### config.mk
export PLATFORM = sky130hd
export DESIGN_NAME = motor_ctrl_regs
export DESIGN_NICKNAME = d
export VERILOG_FILES = /design/src/hw/motor_regs_pkg.sv /design/src/hw/motor_ctrl_regs.sv /design/src/hw/period_counter.sv /design/src/hw/status_mux.sv
export SDC_FILE = /design/constraint.sdc
export NUM_CORES = 1
export LEC_CHECK = 0
export BUFFER_PORTS_ARGS = -buffer_cell sky130_fd_sc_hd__buf_2
export CORE_MARGIN = 1
export CORE_UTILIZATION = 55
export CTS_CLUSTER_DIAMETER = 40
export DETAILED_ROUTE_END_ITERATION = 16
export GPL_ROUTABILITY_DRIVEN = 1
export GPL_TIMING_DRIVEN = 0
export PLACE_DENSITY = 0.78
export SLEW_MARGIN = 20
export SYNTH_ARGS = -nofsm -noshare
export SYNTH_HDL_FRONTEND = slang
export SYNTH_SLANG_ARGS = --single-unit
### constraint.sdc
create_clock -name MCLK -period 111.6 [get_ports MCLK]
set_input_delay 16.74 -clock MCLK [delete_from_list [all_inputs] [get_ports MCLK]]
set_output_delay 16.74 -clock MCLK [all_outputs]
set_load 0.02 [all_outputs]
### src/hw/motor_regs_pkg.sv
// shared constants for the motor status mux and control register block
package motor_regs_pkg;
  localparam logic [9:0] ADDR_STAT_LOW = 10'h205;
  localparam logic [9:0] ADDR_STAT_MID = 10'h206;
  localparam logic [9:0] ADDR_STAT_HIGH = 10'h207;
  localparam logic [9:0] ADDR_SEED = 10'h208;
  localparam logic [9:0] ADDR_CMD = 10'h300;
  localparam logic [9:0] ADDR_DUTY_LOW = 10'h301;
  localparam logic [9:0] ADDR_BRAKE_DUTY_HIGH = 10'h302;
  localparam logic [9:0] ADDR_STAT_SEL = 10'h306;
  localparam logic [7:0] CMD_WATCHDOG = 8'h00;
  localparam logic [7:0] CMD_CHECKSUM_CLR = 8'h55;
  localparam logic [7:0] CMD_LATCH_RELEASE = 8'hff;
  localparam logic [7:0] CTRL_RESET = 8'h00;
  localparam int BRAKE_BIT = 7;
  localparam logic [3:0] SEL_PERIOD = 4'h0;
  localparam logic [3:0] SEL_RPM = 4'h1;
  localparam logic [3:0] SEL_IN_DUTY = 4'h2;
  localparam logic [3:0] SEL_IN_PERIOD = 4'h3;
  localparam logic [3:0] SEL_IN_HIGH = 4'h4;
  localparam logic [3:0] SEL_TARGET = 4'h5;
  localparam logic [3:0] SEL_LOOP_DUTY = 4'h6;
  localparam logic [3:0] SEL_PHASE = 4'h8;
  localparam int TIMEBASE_KHZ = 500;
  localparam int CLOCK_KHZ = 25000;
  localparam int TICKS_PER_COUNT = 2;
  // system clock cycles per period count step: 4 us at 25 MHz = 100
  localparam int PERIOD_STEP_CYCLES = CLOCK_KHZ / TIMEBASE_KHZ * TICKS_PER_COUNT;
endpackage

### src/hw/motor_ctrl_regs.sv
// command, control and multiplexed status registers of the motor controller
`timescale 1ns/1ps
`default_nettype none
////////////////////////////////////////////////////////////////////////////////
// Contract
// - writing 00h to command register restarts watchdog; host must repeat it
// - writing 55h clears checksum driver-off state and its error flag
// - writing FFh releases the protection latch-off of the output stage
// - any other command value has no effect
// - control two bit 7 enables short brake; resets to zero
// - duty input is control one bits 7:0 plus control two bits 1:0
// - selector bits 3:0 at 306h choose the 24-bit status word
// - low byte read captures bits 23:8; host reads low byte first
// - upper bytes keep the captured value until the next low read
// - upper bytes read zero before any low-byte read after reset
// - selector 0 gives 20-bit rotation period, upper bits zero
// - period count steps every two 500 kHz ticks, 4 us each
// - selector 1 gives rpm in bits 14:0
// - selector 2 gives measured 10-bit input duty
// - seed register reads hidden-area checksum
// - seed starts the user-area checksum calculation
// - selectors 3 and 4 give 22-bit input period and high counts
// - selector 5 gives 15-bit control target
// - selector 6 gives 10-bit loop duty result
// - selector 8 gives phase connection flags
module motor_ctrl_regs
  import motor_regs_pkg::*;
(
  input wire logic MCLK,
  input wire logic RESET,
  input wire logic CE,
  input wire logic [9:0] ADDR,
  input wire logic WR_EN,
  input wire logic RD_EN,
  input wire logic [7:0] WDATA,
  input wire logic REV_PULSE,
  input wire logic [9:0] IN_DUTY,
  input wire logic [21:0] IN_PERIOD,
  input wire logic [21:0] IN_HIGH,
  input wire logic [14:0] TARGET,
  input wire logic [9:0] LOOP_DUTY,
  input wire logic [2:0] PHASE_OK,
  input wire logic [7:0] HIDDEN_CHECKSUM,
  output logic [7:0] RDATA,
  output logic RVALID,
  output logic WATCHDOG_RESTART,
  output logic CHECKSUM_CLEAR,
  output logic LATCH_RELEASE,
  output logic SHORT_BRAKE_ENABLE,
  output logic [9:0] DUTY_INPUT_VALUE,
  output logic [7:0] CHECKSUM_SEED
);
  logic [7:0] duty_low_r;
  logic [7:0] brake_ctl_r;
  logic [3:0] sel_r;
  logic [15:0] hold_r;
  logic [19:0] period_count;
  logic [14:0] speed_rpm;
  logic [23:0] status_word;
  logic wr_cmd;
  logic rd_low;
  logic low_seen_r;

  assign wr_cmd = CE && WR_EN && ADDR == ADDR_CMD;
  assign rd_low = CE && RD_EN && ADDR == ADDR_STAT_LOW;

  period_counter u_period (
    .clk(MCLK),
    .rst(RESET),
    .ce(CE),
    .rev_pulse(REV_PULSE),
    .period_count(period_count),
    .speed_rpm(speed_rpm)
  );

  status_mux u_mux (
    .sel(sel_r),
    .period_count(period_count),
    .speed_rpm(speed_rpm),
    .in_duty(IN_DUTY),
    .in_period(IN_PERIOD),
    .in_high(IN_HIGH),
    .target(TARGET),
    .loop_duty(LOOP_DUTY),
    .phase_ok(PHASE_OK),
    .word(status_word)
  );

  ////////////////////////////////////////////////////////////////////////////
  // command decode: one-cycle pulses, unknown codes ignored
  always_ff @(posedge MCLK) begin
    if (RESET) begin
      WATCHDOG_RESTART <= 1'b0;
      CHECKSUM_CLEAR <= 1'b0;
      LATCH_RELEASE <= 1'b0;
    end else if (CE) begin
      WATCHDOG_RESTART <= wr_cmd && WDATA == CMD_WATCHDOG;
      CHECKSUM_CLEAR <= wr_cmd && WDATA == CMD_CHECKSUM_CLR;
      LATCH_RELEASE <= wr_cmd && WDATA == CMD_LATCH_RELEASE;
    end
  end

  // control registers
  always_ff @(posedge MCLK) begin
    if (RESET) begin
      duty_low_r <= CTRL_RESET;
      brake_ctl_r <= CTRL_RESET;
      sel_r <= 4'h0;
    end else if (CE && WR_EN) begin
      if (ADDR == ADDR_DUTY_LOW) begin
        duty_low_r <= WDATA;
      end
      if (ADDR == ADDR_BRAKE_DUTY_HIGH) begin
        brake_ctl_r <= {WDATA[BRAKE_BIT], 5'h00, WDATA[1:0]};
      end
      if (ADDR == ADDR_STAT_SEL) begin
        sel_r <= WDATA[3:0];
      end
    end
  end

  // registered control outputs
  always_ff @(posedge MCLK) begin
    if (RESET) begin
      SHORT_BRAKE_ENABLE <= 1'b0;
      DUTY_INPUT_VALUE <= 10'h000;
      CHECKSUM_SEED <= 8'h00;
    end else if (CE) begin
      SHORT_BRAKE_ENABLE <= brake_ctl_r[BRAKE_BIT];
      DUTY_INPUT_VALUE <= {brake_ctl_r[1:0], duty_low_r};
      CHECKSUM_SEED <= HIDDEN_CHECKSUM;
    end
  end

  ////////////////////////////////////////////////////////////////////////////
  // upper bytes snapshot; zero until first low-byte read
  always_ff @(posedge MCLK) begin
    if (RESET) begin
      hold_r <= 16'h0000;
    end else if (rd_low) begin
      hold_r <= status_word[23:8];
    end
  end

  // marks a low-byte read since reset; only the zero checks read it
  always_ff @(posedge MCLK) begin
    if (RESET) begin
      low_seen_r <= 1'b0;
    end else if (rd_low) begin
      low_seen_r <= 1'b1;
    end
  end

  // read data, one cycle after the strobe
  always_ff @(posedge MCLK) begin
    if (RESET) begin
      RDATA <= 8'h00;
      RVALID <= 1'b0;
    end else if (CE) begin
      RVALID <= RD_EN;
      RDATA <= 8'h00;
      if (RD_EN) begin
        case (ADDR)
          ADDR_STAT_LOW: RDATA <= status_word[7:0];
          ADDR_STAT_MID: RDATA <= hold_r[7:0];
          ADDR_STAT_HIGH: RDATA <= hold_r[15:8];
          ADDR_SEED: RDATA <= CHECKSUM_SEED;
          ADDR_DUTY_LOW: RDATA <= duty_low_r;
          ADDR_BRAKE_DUTY_HIGH: RDATA <= brake_ctl_r;
          ADDR_STAT_SEL: RDATA <= {4'h0, sel_r};
          default: RDATA <= 8'h00;
        endcase
      end
    end
  end
endmodule
`default_nettype wire

### src/hw/period_counter.sv
// rotation period counter and rpm derivation
`timescale 1ns/1ps
`default_nettype none
module period_counter
  import motor_regs_pkg::*;
(
  input wire logic clk,
  input wire logic rst,
  input wire logic ce,
  input wire logic rev_pulse,
  output logic [19:0] period_count,
  output logic [14:0] speed_rpm
);
  logic [6:0] pre_r;
  logic [19:0] run_r;
  logic step;
  assign step = (pre_r == 7'(PERIOD_STEP_CYCLES - 1));

  // prescaler: one step every two 500 kHz ticks
  always_ff @(posedge clk) begin
    if (rst) begin
      pre_r <= 7'h00;
    end else if (ce) begin
      pre_r <= step ? 7'h00 : pre_r + 7'h01;
    end
  end

  // running count, latched at each revolution mark; saturates on stall
  always_ff @(posedge clk) begin
    if (rst) begin
      run_r <= 20'h00000;
      period_count <= 20'h00000;
    end else if (ce) begin
      if (rev_pulse) begin
        period_count <= run_r;
        run_r <= 20'h00000;
      end else if (step && run_r != 20'hfffff) begin
        run_r <= run_r + 20'h00001;
      end
    end
  end

  // rpm = 60 / (count * 4us) = 15000000 / count; divide is combinational
  // and slow, acceptable since it only feeds a status read
  logic [23:0] quot;
  always_comb begin
    quot = 24'h000000;
    if (period_count != 20'h00000) begin
      quot = 24'(24'he4e1c0 / {4'h0, period_count});
    end
  end
  always_ff @(posedge clk) begin
    if (rst) begin
      speed_rpm <= 15'h0000;
    end else if (ce) begin
      speed_rpm <= (quot > 24'h007fff) ? 15'h7fff : quot[14:0];
    end
  end
endmodule
`default_nettype wire

### src/hw/status_mux.sv
// status selector multiplexer
`timescale 1ns/1ps
`default_nettype none
module status_mux
  import motor_regs_pkg::*;
(
  input wire logic [3:0] sel,
  input wire logic [19:0] period_count,
  input wire logic [14:0] speed_rpm,
  input wire logic [9:0] in_duty,
  input wire logic [21:0] in_period,
  input wire logic [21:0] in_high,
  input wire logic [14:0] target,
  input wire logic [9:0] loop_duty,
  input wire logic [2:0] phase_ok,
  output logic [23:0] word
);
  // unused bits and unassigned codes read zero
  always_comb begin
    word = 24'h000000;
    case (sel)
      SEL_PERIOD: word = {4'h0, period_count};
      SEL_RPM: word = {9'h000, speed_rpm};
      SEL_IN_DUTY: word = {14'h0000, in_duty};
      SEL_IN_PERIOD: word = {2'h0, in_period};
      SEL_IN_HIGH: word = {2'h0, in_high};
      SEL_TARGET: word = {9'h000, target};
      SEL_LOOP_DUTY: word = {14'h0000, loop_duty};
      SEL_PHASE: word = {20'h00000, &phase_ok, phase_ok};
      default: word = 24'h000000;
    endcase
  end
endmodule
`default_nettype wire

# Word-level counts from Yosys, hierarchy flattened
# Cells that the tools add are included.
# W data, S select, Z words.
word_totals:
  reg_bits: 124
  input_bits: 114
  out_inout_bits: 31
  word_cells: 65
classes:
  n_addsub: 2
  n_div: 1
  n_lt_le_gt_ge: 1
  eq_ne: 19
  n_mux: 8
  n_reduce_logical: 18
ops:
  columns: ["operator", "n"]
  rows:
  - ["$pmux W22 S8", 1]
  - ["$eq A10 B10 Y1 const B", 8]
  - ["$pmux W8 S7", 1]
  - ["$mux W20", 2]
  - ["$div A24 B20 Y24 const A", 1]
  - ["$gt A24 B15 Y1 const B", 1]
  - ["$mux W24", 1]
  - ["$add A20 B1 Y20 const B", 1]
  - ["$ne A20 B20 Y1 const B", 1]
  - ["$reduce_bool A20 Y1", 1]
  - ["$mux W15", 1]
  - ["$eq A4 B3 Y1 const B", 3]
  - ["$reduce_and A2 Y1", 5]
  - ["$eq A4 B2 Y1 const B", 2]
  - ["$eq A8 B7 Y1 const B", 1]
  - ["$eq A8 B8 Y1 const B", 1]
  - ["$logic_and A1 B1 Y1", 8]
  - ["$logic_not A8 Y1", 1]
  - ["$mux W8", 1]
  - ["$add A7 B1 Y7 const B", 1]
  - ["$eq A7 B7 Y1 const B", 1]
  - ["$mux W7", 1]
  - ["$eq A4 B1 Y1 const B", 1]
  - ["$eq A4 B4 Y1 const B", 1]
  - ["3 further kinds", 3]

# Longest topological paths before layout
logic_depth:
  depth_word: 4
  ltp_mapped: 236

# Hierarchy
# Synthesis repeated with hierarchy kept, for this count alone.
unflattened:
  cells_unflattened: 3066
  hier_area_um2: 22422.8
by_module_without_submodules:
  columns: ["mod", "n_inst", "cells_each", "area_each_um2", "seq_area_each_um2"]
  rows:
  - ["period_counter", 1, 2607, 18456.5, 1241.2]
  - ["motor_ctrl_regs", 1, 324, 2840.2, 1241.2]
  - ["status_mux", 1, 135, 1126.1, 0.0]

# Least setup slack after synthesis
# Ideal clock, no wire load.
synth_timing:
  path_kind: "register -> register"
  from: "register u_period.period_count[0]"
  to: "register u_period.speed_rpm[0]"
  arrival_time_ns: 46.277
  required_ns: 111.470
  slack_ns: 65.193
  path_stages_with_launch: 215
  path_buffers: 30
  period_less_slack_ns: 46.407
  path_cell_list: "dfxtp_1 > buf_2 > buf_2 > buf_2 > buf_2 > clkbuf_1 > clkbuf_1 > buf_1 > nand4_1 > ha_1 > or3b_2 > a21o_1 > ha_1 > nor2_1 > a311oi_2 > mux2_2 > nand2_1 > ha_1 > [179 not listed] > a21oi_1 > nor2b_1 > or4_1 > or3_1 > buf_6 > clkbuf_1 > nor2_1 > a21oi_1 > ha_1 > a21o_1 > a21o_1 > a21oi_1 > o21ai_0 > a21oi_1 > o21ai_0 > a2111o_1 > a22oi_1 > o211ai_1"
synth_via:
  elab_chain_cells: 4
  elab_cells_between_ends: 5
  classes_between: "1 x div; 1 x order compare; 2 x mux; 1 x reduce/logical"
synth_rtl:
  columns: ["element", "line", "rtl"]
  rows:
  - ["from (decl)", "period_counter.sv:11", "output logic [19:0] period_count,"]
  - ["from (signal assigned)", "period_counter.sv:35", "period_count <= run_r;"]
  - ["$div A24 B20 Y24 or $reduce_bool A20 Y1 (tied branches)", "period_counter.sv:49, period_counter.sv:48", null]
  - ["$mux W24 (*)", "period_counter.sv:48", "if (period_count != 20'h00000) begin"]
  - ["$gt A24 B15 Y1", "period_counter.sv:56", "speed_rpm <= (quot > 24'h007fff) ? 15'h7fff : quot[14:0];"]
  - ["$mux W15 (*)", "period_counter.sv:56", null]
  - ["to (signal assigned)", "period_counter.sv:56", null]
  - ["to (decl)", "period_counter.sv:12", "output logic [14:0] speed_rpm"]
# Every way passes the cells marked *; elsewhere a longest branch is shown, timed or not.
# A chain may end at the register's enable or synchronous reset.

# Worst setup path in the final report
# Same ends and word-level chain as after synthesis.

==> impl_results.md <==
* Share of final-layout standard cells stronger than drive strength 1 at about a tenth
* Reported max-cap violation count at 0
* Via count of the first global-routing pass at roughly 24000
* Post-cts hold buffer count at 0
* Number of gates resized after cts at 0
* Clock net sink count at 122
* Total Routed Length at 86000 um
* Areal power density over the cells at around 4.4 nW/um^2
* Register area share after synthesis at 11.2%
* Total count of max-transition violations in the final report at 0
* Vias post-DR at 25302
* Share of the clock period used by the worst path after layout at a little under three fifths
* Max-Slew Margin vs Limit at between 20 and 25%
* Distinct cell type count after synthesis at about 110
* Count of routing violations after the opening detailed-route iteration at a little over 3000
* Standby leakage power at ~9.4 nW
* Die X-Extent at 201 um
* Setup repair after global routing missed its margin: false
* Net count of the finished layout at around 3600
* Cell family with most CP delay: compound AO/OA/AOI/OAI gates
* Synth-to-layout area growth at 8.88%
* Remaining Overflow, GRT at 0
* Worst path most repeated cell: sky130_fd_sc_hd__ha_1
* Final setup skew at roughly 0.0063 ns
* Post-CTS repair timing setup buffer count at 0
* Wire length per cell after detailed routing at approximately 23 um
* Measured slew at the worst slew-check pin at approximately 1.2 ns
* Routability cong. at 1.02
* Initial antenna violation count at 2
* Core region area at ~39000 sq um
* Worst Path Buf+Inv at 32
* Wire length of the first global-routing pass at about 130000 um
* Count of mapped cells out of synthesis at 3074
* Global Route Usage Sum at 41.0%
* I/O pin cnt at ~150
* Total negative setup slack at 0 ns
* Total power of the final layout at between 0.1 and 0.15 mW
* Count of final setup violators at 0
* Peak supply drop at approximately 0.012 mV
* Clock buffer count from CTS at 17
* Synth Net Count at between 3000 and 4000
* Fin crit period at 62.88 ns
* FF/Latch Area at around 2400 sq um
* Mean instance size in the synthesized netlist at between 7 and 8 sq um
* Initial core utilization at between 50% and 60%
* Maximum number of buffers from clock root to sink at 2
* Setup CP Type: reg2reg
* Slowest stage delay, CP at between 0.8 and 0.9 ns
* Critical Path Fanout Max at 10
* Netlist Area Pre-Place at around 22000 sq um
* Vert. Die Dim at around 200 um
* Crit. End Element: flip-flop
* Clock-pin transition on the worst setup and hold timing paths at approximately 0.060 ns
* Count of port buffers added during placement at between 100 and 150
* Proportion of netlist area held by the largest area contributor at between 10% and 20%
* Half-perimeter wire length of the detailed placement result at 66900 um
* Library cell with the highest instance count after synthesis: sky130_fd_sc_hd__nor2_1
* Crit path launch type: flip-flop
* Die Footprint at roughly 40000 sq um
* Data arrival at the endpoint of the critical path at about 63 ns
* Dominant cells by area after synthesis: sky130_fd_sc_hd__ha_1, sky130_fd_sc_hd__dfxtp_1, sky130_fd_sc_hd__nor2_1
* Count of synthesis-stage warnings from yosys at 0
* Critical Path RT at 111.90 ns
* Dominant register cell in the synthesized netlist: sky130_fd_sc_hd__dfxtp_1
* Number of enable-type register cells in the synthesized netlist at 0
* Final hold violation count at 0
* Leading cell types by count after synthesis: sky130_fd_sc_hd__nor2_1, sky130_fd_sc_hd__nand2_1, sky130_fd_sc_hd__a21oi_1, sky130_fd_sc_hd__ha_1, sky130_fd_sc_hd__o21ai_0
* Class of the tightest hold or removal check: reg2reg
* Source-to-sink clock delay at the later pin of the worst-skew pair at 0.43 ns
* Register bit total from synthesis at ~120
* Total number of placement rows at just over 70
* Number of antenna diodes at 0
* Maximum number of pins on one net before global-route repair at 26
* Cell with the largest stage delay on the worst path: sky130_fd_sc_hd__a211oi_1
* Vias per std cell at about 6.7
* Post-synth top area cell: sky130_fd_sc_hd__ha_1
* CTS tree: done
* Root buffer selected by CTS: sky130_fd_sc_hd__clkbuf_16
* DRC viols at 0
* First-pass detailed-route iteration total at 8
* Ys async rst share at 0%
* DRT antenna net count at 0
* Fill cell count at ~3700
* Status: completed
* Peak Freq at between 15 and 20 MHz
* Count of H-tree levels built during CTS at 4
* Area occupied by multi-input gates at between 15000 and 20000 sq um
[power by group]
part | switching (mW) | internal, mW | total [mW]
registers | 0.000335 | 0.0438 | 0.0442
clock network | 0.0216 | 0.0329 | 0.0545
logic | 0.00403 | 0.00228 | 0.00631
total | 0.0260 | 0.0790 | 0.105
[tightest hold or removal path: stages (launching register included)]
cell                      delay (ns)
sky130_fd_sc_hd__dfxtp_1        0.31
sky130_fd_sc_hd__nand2_1        0.06
sky130_fd_sc_hd__a21oi_1        0.05
[state kept, by name (all words and copies together), names as in the netlist, 3 cells and up]
signal and flops:
duty_low_r 8, u_period.speed_rpm 15, DUTY_INPUT_VALUE 10, u_period.pre_r 7, sel_r 4, brake_ctl_r 3, RDATA 8, u_period.run_r 20
u_period.period_count 20, hold_r 14, CHECKSUM_SEED 8
[final cells by class]
cell class / instances / share of cell area [%]
Sequential cell: 122 / 10.3
Tap cell: 518 / 2.73
Inverter: 102 / 1.61
Buffer: 112 / 1.96
Clock inverter: 14 / 0.627
Timing Repair Buffer: 142 / 2.99
Clock buffer: 18 / 1.81
Multi-Input combinational cell: 2738 / 78.0
[cell families (layout without fill, tap and decap cells)]
family / after synthesis / in the layout / share of synthesized area, %
AND/OR/NAND/NOR: 1147 / 1147 / 24.8
AO/OA/AOI/OAI: 1000 / 1000 / 30.5
adder cells (fa/ha/maj): 267 / 267 / 15.3
buffers and inverters: 214 / 388 / 3.89
XOR/XNOR: 188 / 188 / 7.55
multiplexers: 136 / 136 / 6.76
flip-flops: 122 / 122 / 11.2
[metrics by stage]
| stage | instances | setup WS [ns] | util [%] | hold slack (ns) | cell area (sq um) |
|---|---|---|---|---|---|
| finish | 3766 | 48.72 | 61.0 | 0.477 | 23700 |
| global route | 3766 | 45.90 | 61.0 | 0.485 | 23700 |
| CTS | 3766 | 50.89 | 61.0 | 0.472 | 23700 |
| detailed placement | 3734 | 51.13 | 59.5 | 0.463 | 23200 |
| global placement | 3734 | 52.01 | 59.5 | 0.453 | 23200 |
| floorplan | 3074 | 65.19 | - | 0.416 | 21800 |
[worst paths after layout]
path,slack [ns],from,cells after the start,end
worst max-delay path,48.72,u_period.period_count[0],219,u_period.speed_rpm[0]
worst min-delay path,0.48,RVALID,2,RVALID
worst max register to register,48.72,u_period.period_count[0],219,u_period.speed_rpm[0]
worst min register to register,0.48,RVALID,2,RVALID
[cell usage in the layout (no fill, tap or decap), types with 12 or more instances in the layout]
cell type                     n
sky130_fd_sc_hd__a211o_1     12
sky130_fd_sc_hd__a211oi_1    32
sky130_fd_sc_hd__a21boi_0    18
sky130_fd_sc_hd__a21o_1      72
sky130_fd_sc_hd__a21oi_1    276
sky130_fd_sc_hd__a222oi_1    14
sky130_fd_sc_hd__a22oi_1     44
sky130_fd_sc_hd__a31o_2      14
sky130_fd_sc_hd__a31oi_1     39
sky130_fd_sc_hd__and2_1      27
sky130_fd_sc_hd__and3_1      26
sky130_fd_sc_hd__buf_2      157
sky130_fd_sc_hd__clkbuf_1    83
sky130_fd_sc_hd__clkbuf_16   17
sky130_fd_sc_hd__dfxtp_1    122
sky130_fd_sc_hd__ha_1       267
sky130_fd_sc_hd__inv_1       89
sky130_fd_sc_hd__mux2_2      58
sky130_fd_sc_hd__mux2i_1     66
sky130_fd_sc_hd__nand2_1    315
sky130_fd_sc_hd__nand2b_1    56
sky130_fd_sc_hd__nand3_1     78
sky130_fd_sc_hd__nand4_1     35
sky130_fd_sc_hd__nor2_1     371
sky130_fd_sc_hd__nor2b_1     43
sky130_fd_sc_hd__nor3_1      72
sky130_fd_sc_hd__nor4_1      19
sky130_fd_sc_hd__o211ai_1    41
sky130_fd_sc_hd__o21a_1      68
sky130_fd_sc_hd__o21ai_0    176
sky130_fd_sc_hd__o31ai_1     34
sky130_fd_sc_hd__or2_2       15
sky130_fd_sc_hd__or3_1       37
sky130_fd_sc_hd__xnor2_1    108
sky130_fd_sc_hd__xor2_1      80
[per-layer routing]
layer,part of all wire [%],vias up,wire (um),GRT usage [%]
met5,0.014,-,12,0
met2,44,1516,38000,66.6
met4,4.9,2,4230,20.9
li1,-,11744,-,-
met3,11,241,9140,6.69
met1,40,11799,34600,52.2
Power figures use the tool's default switching activity.
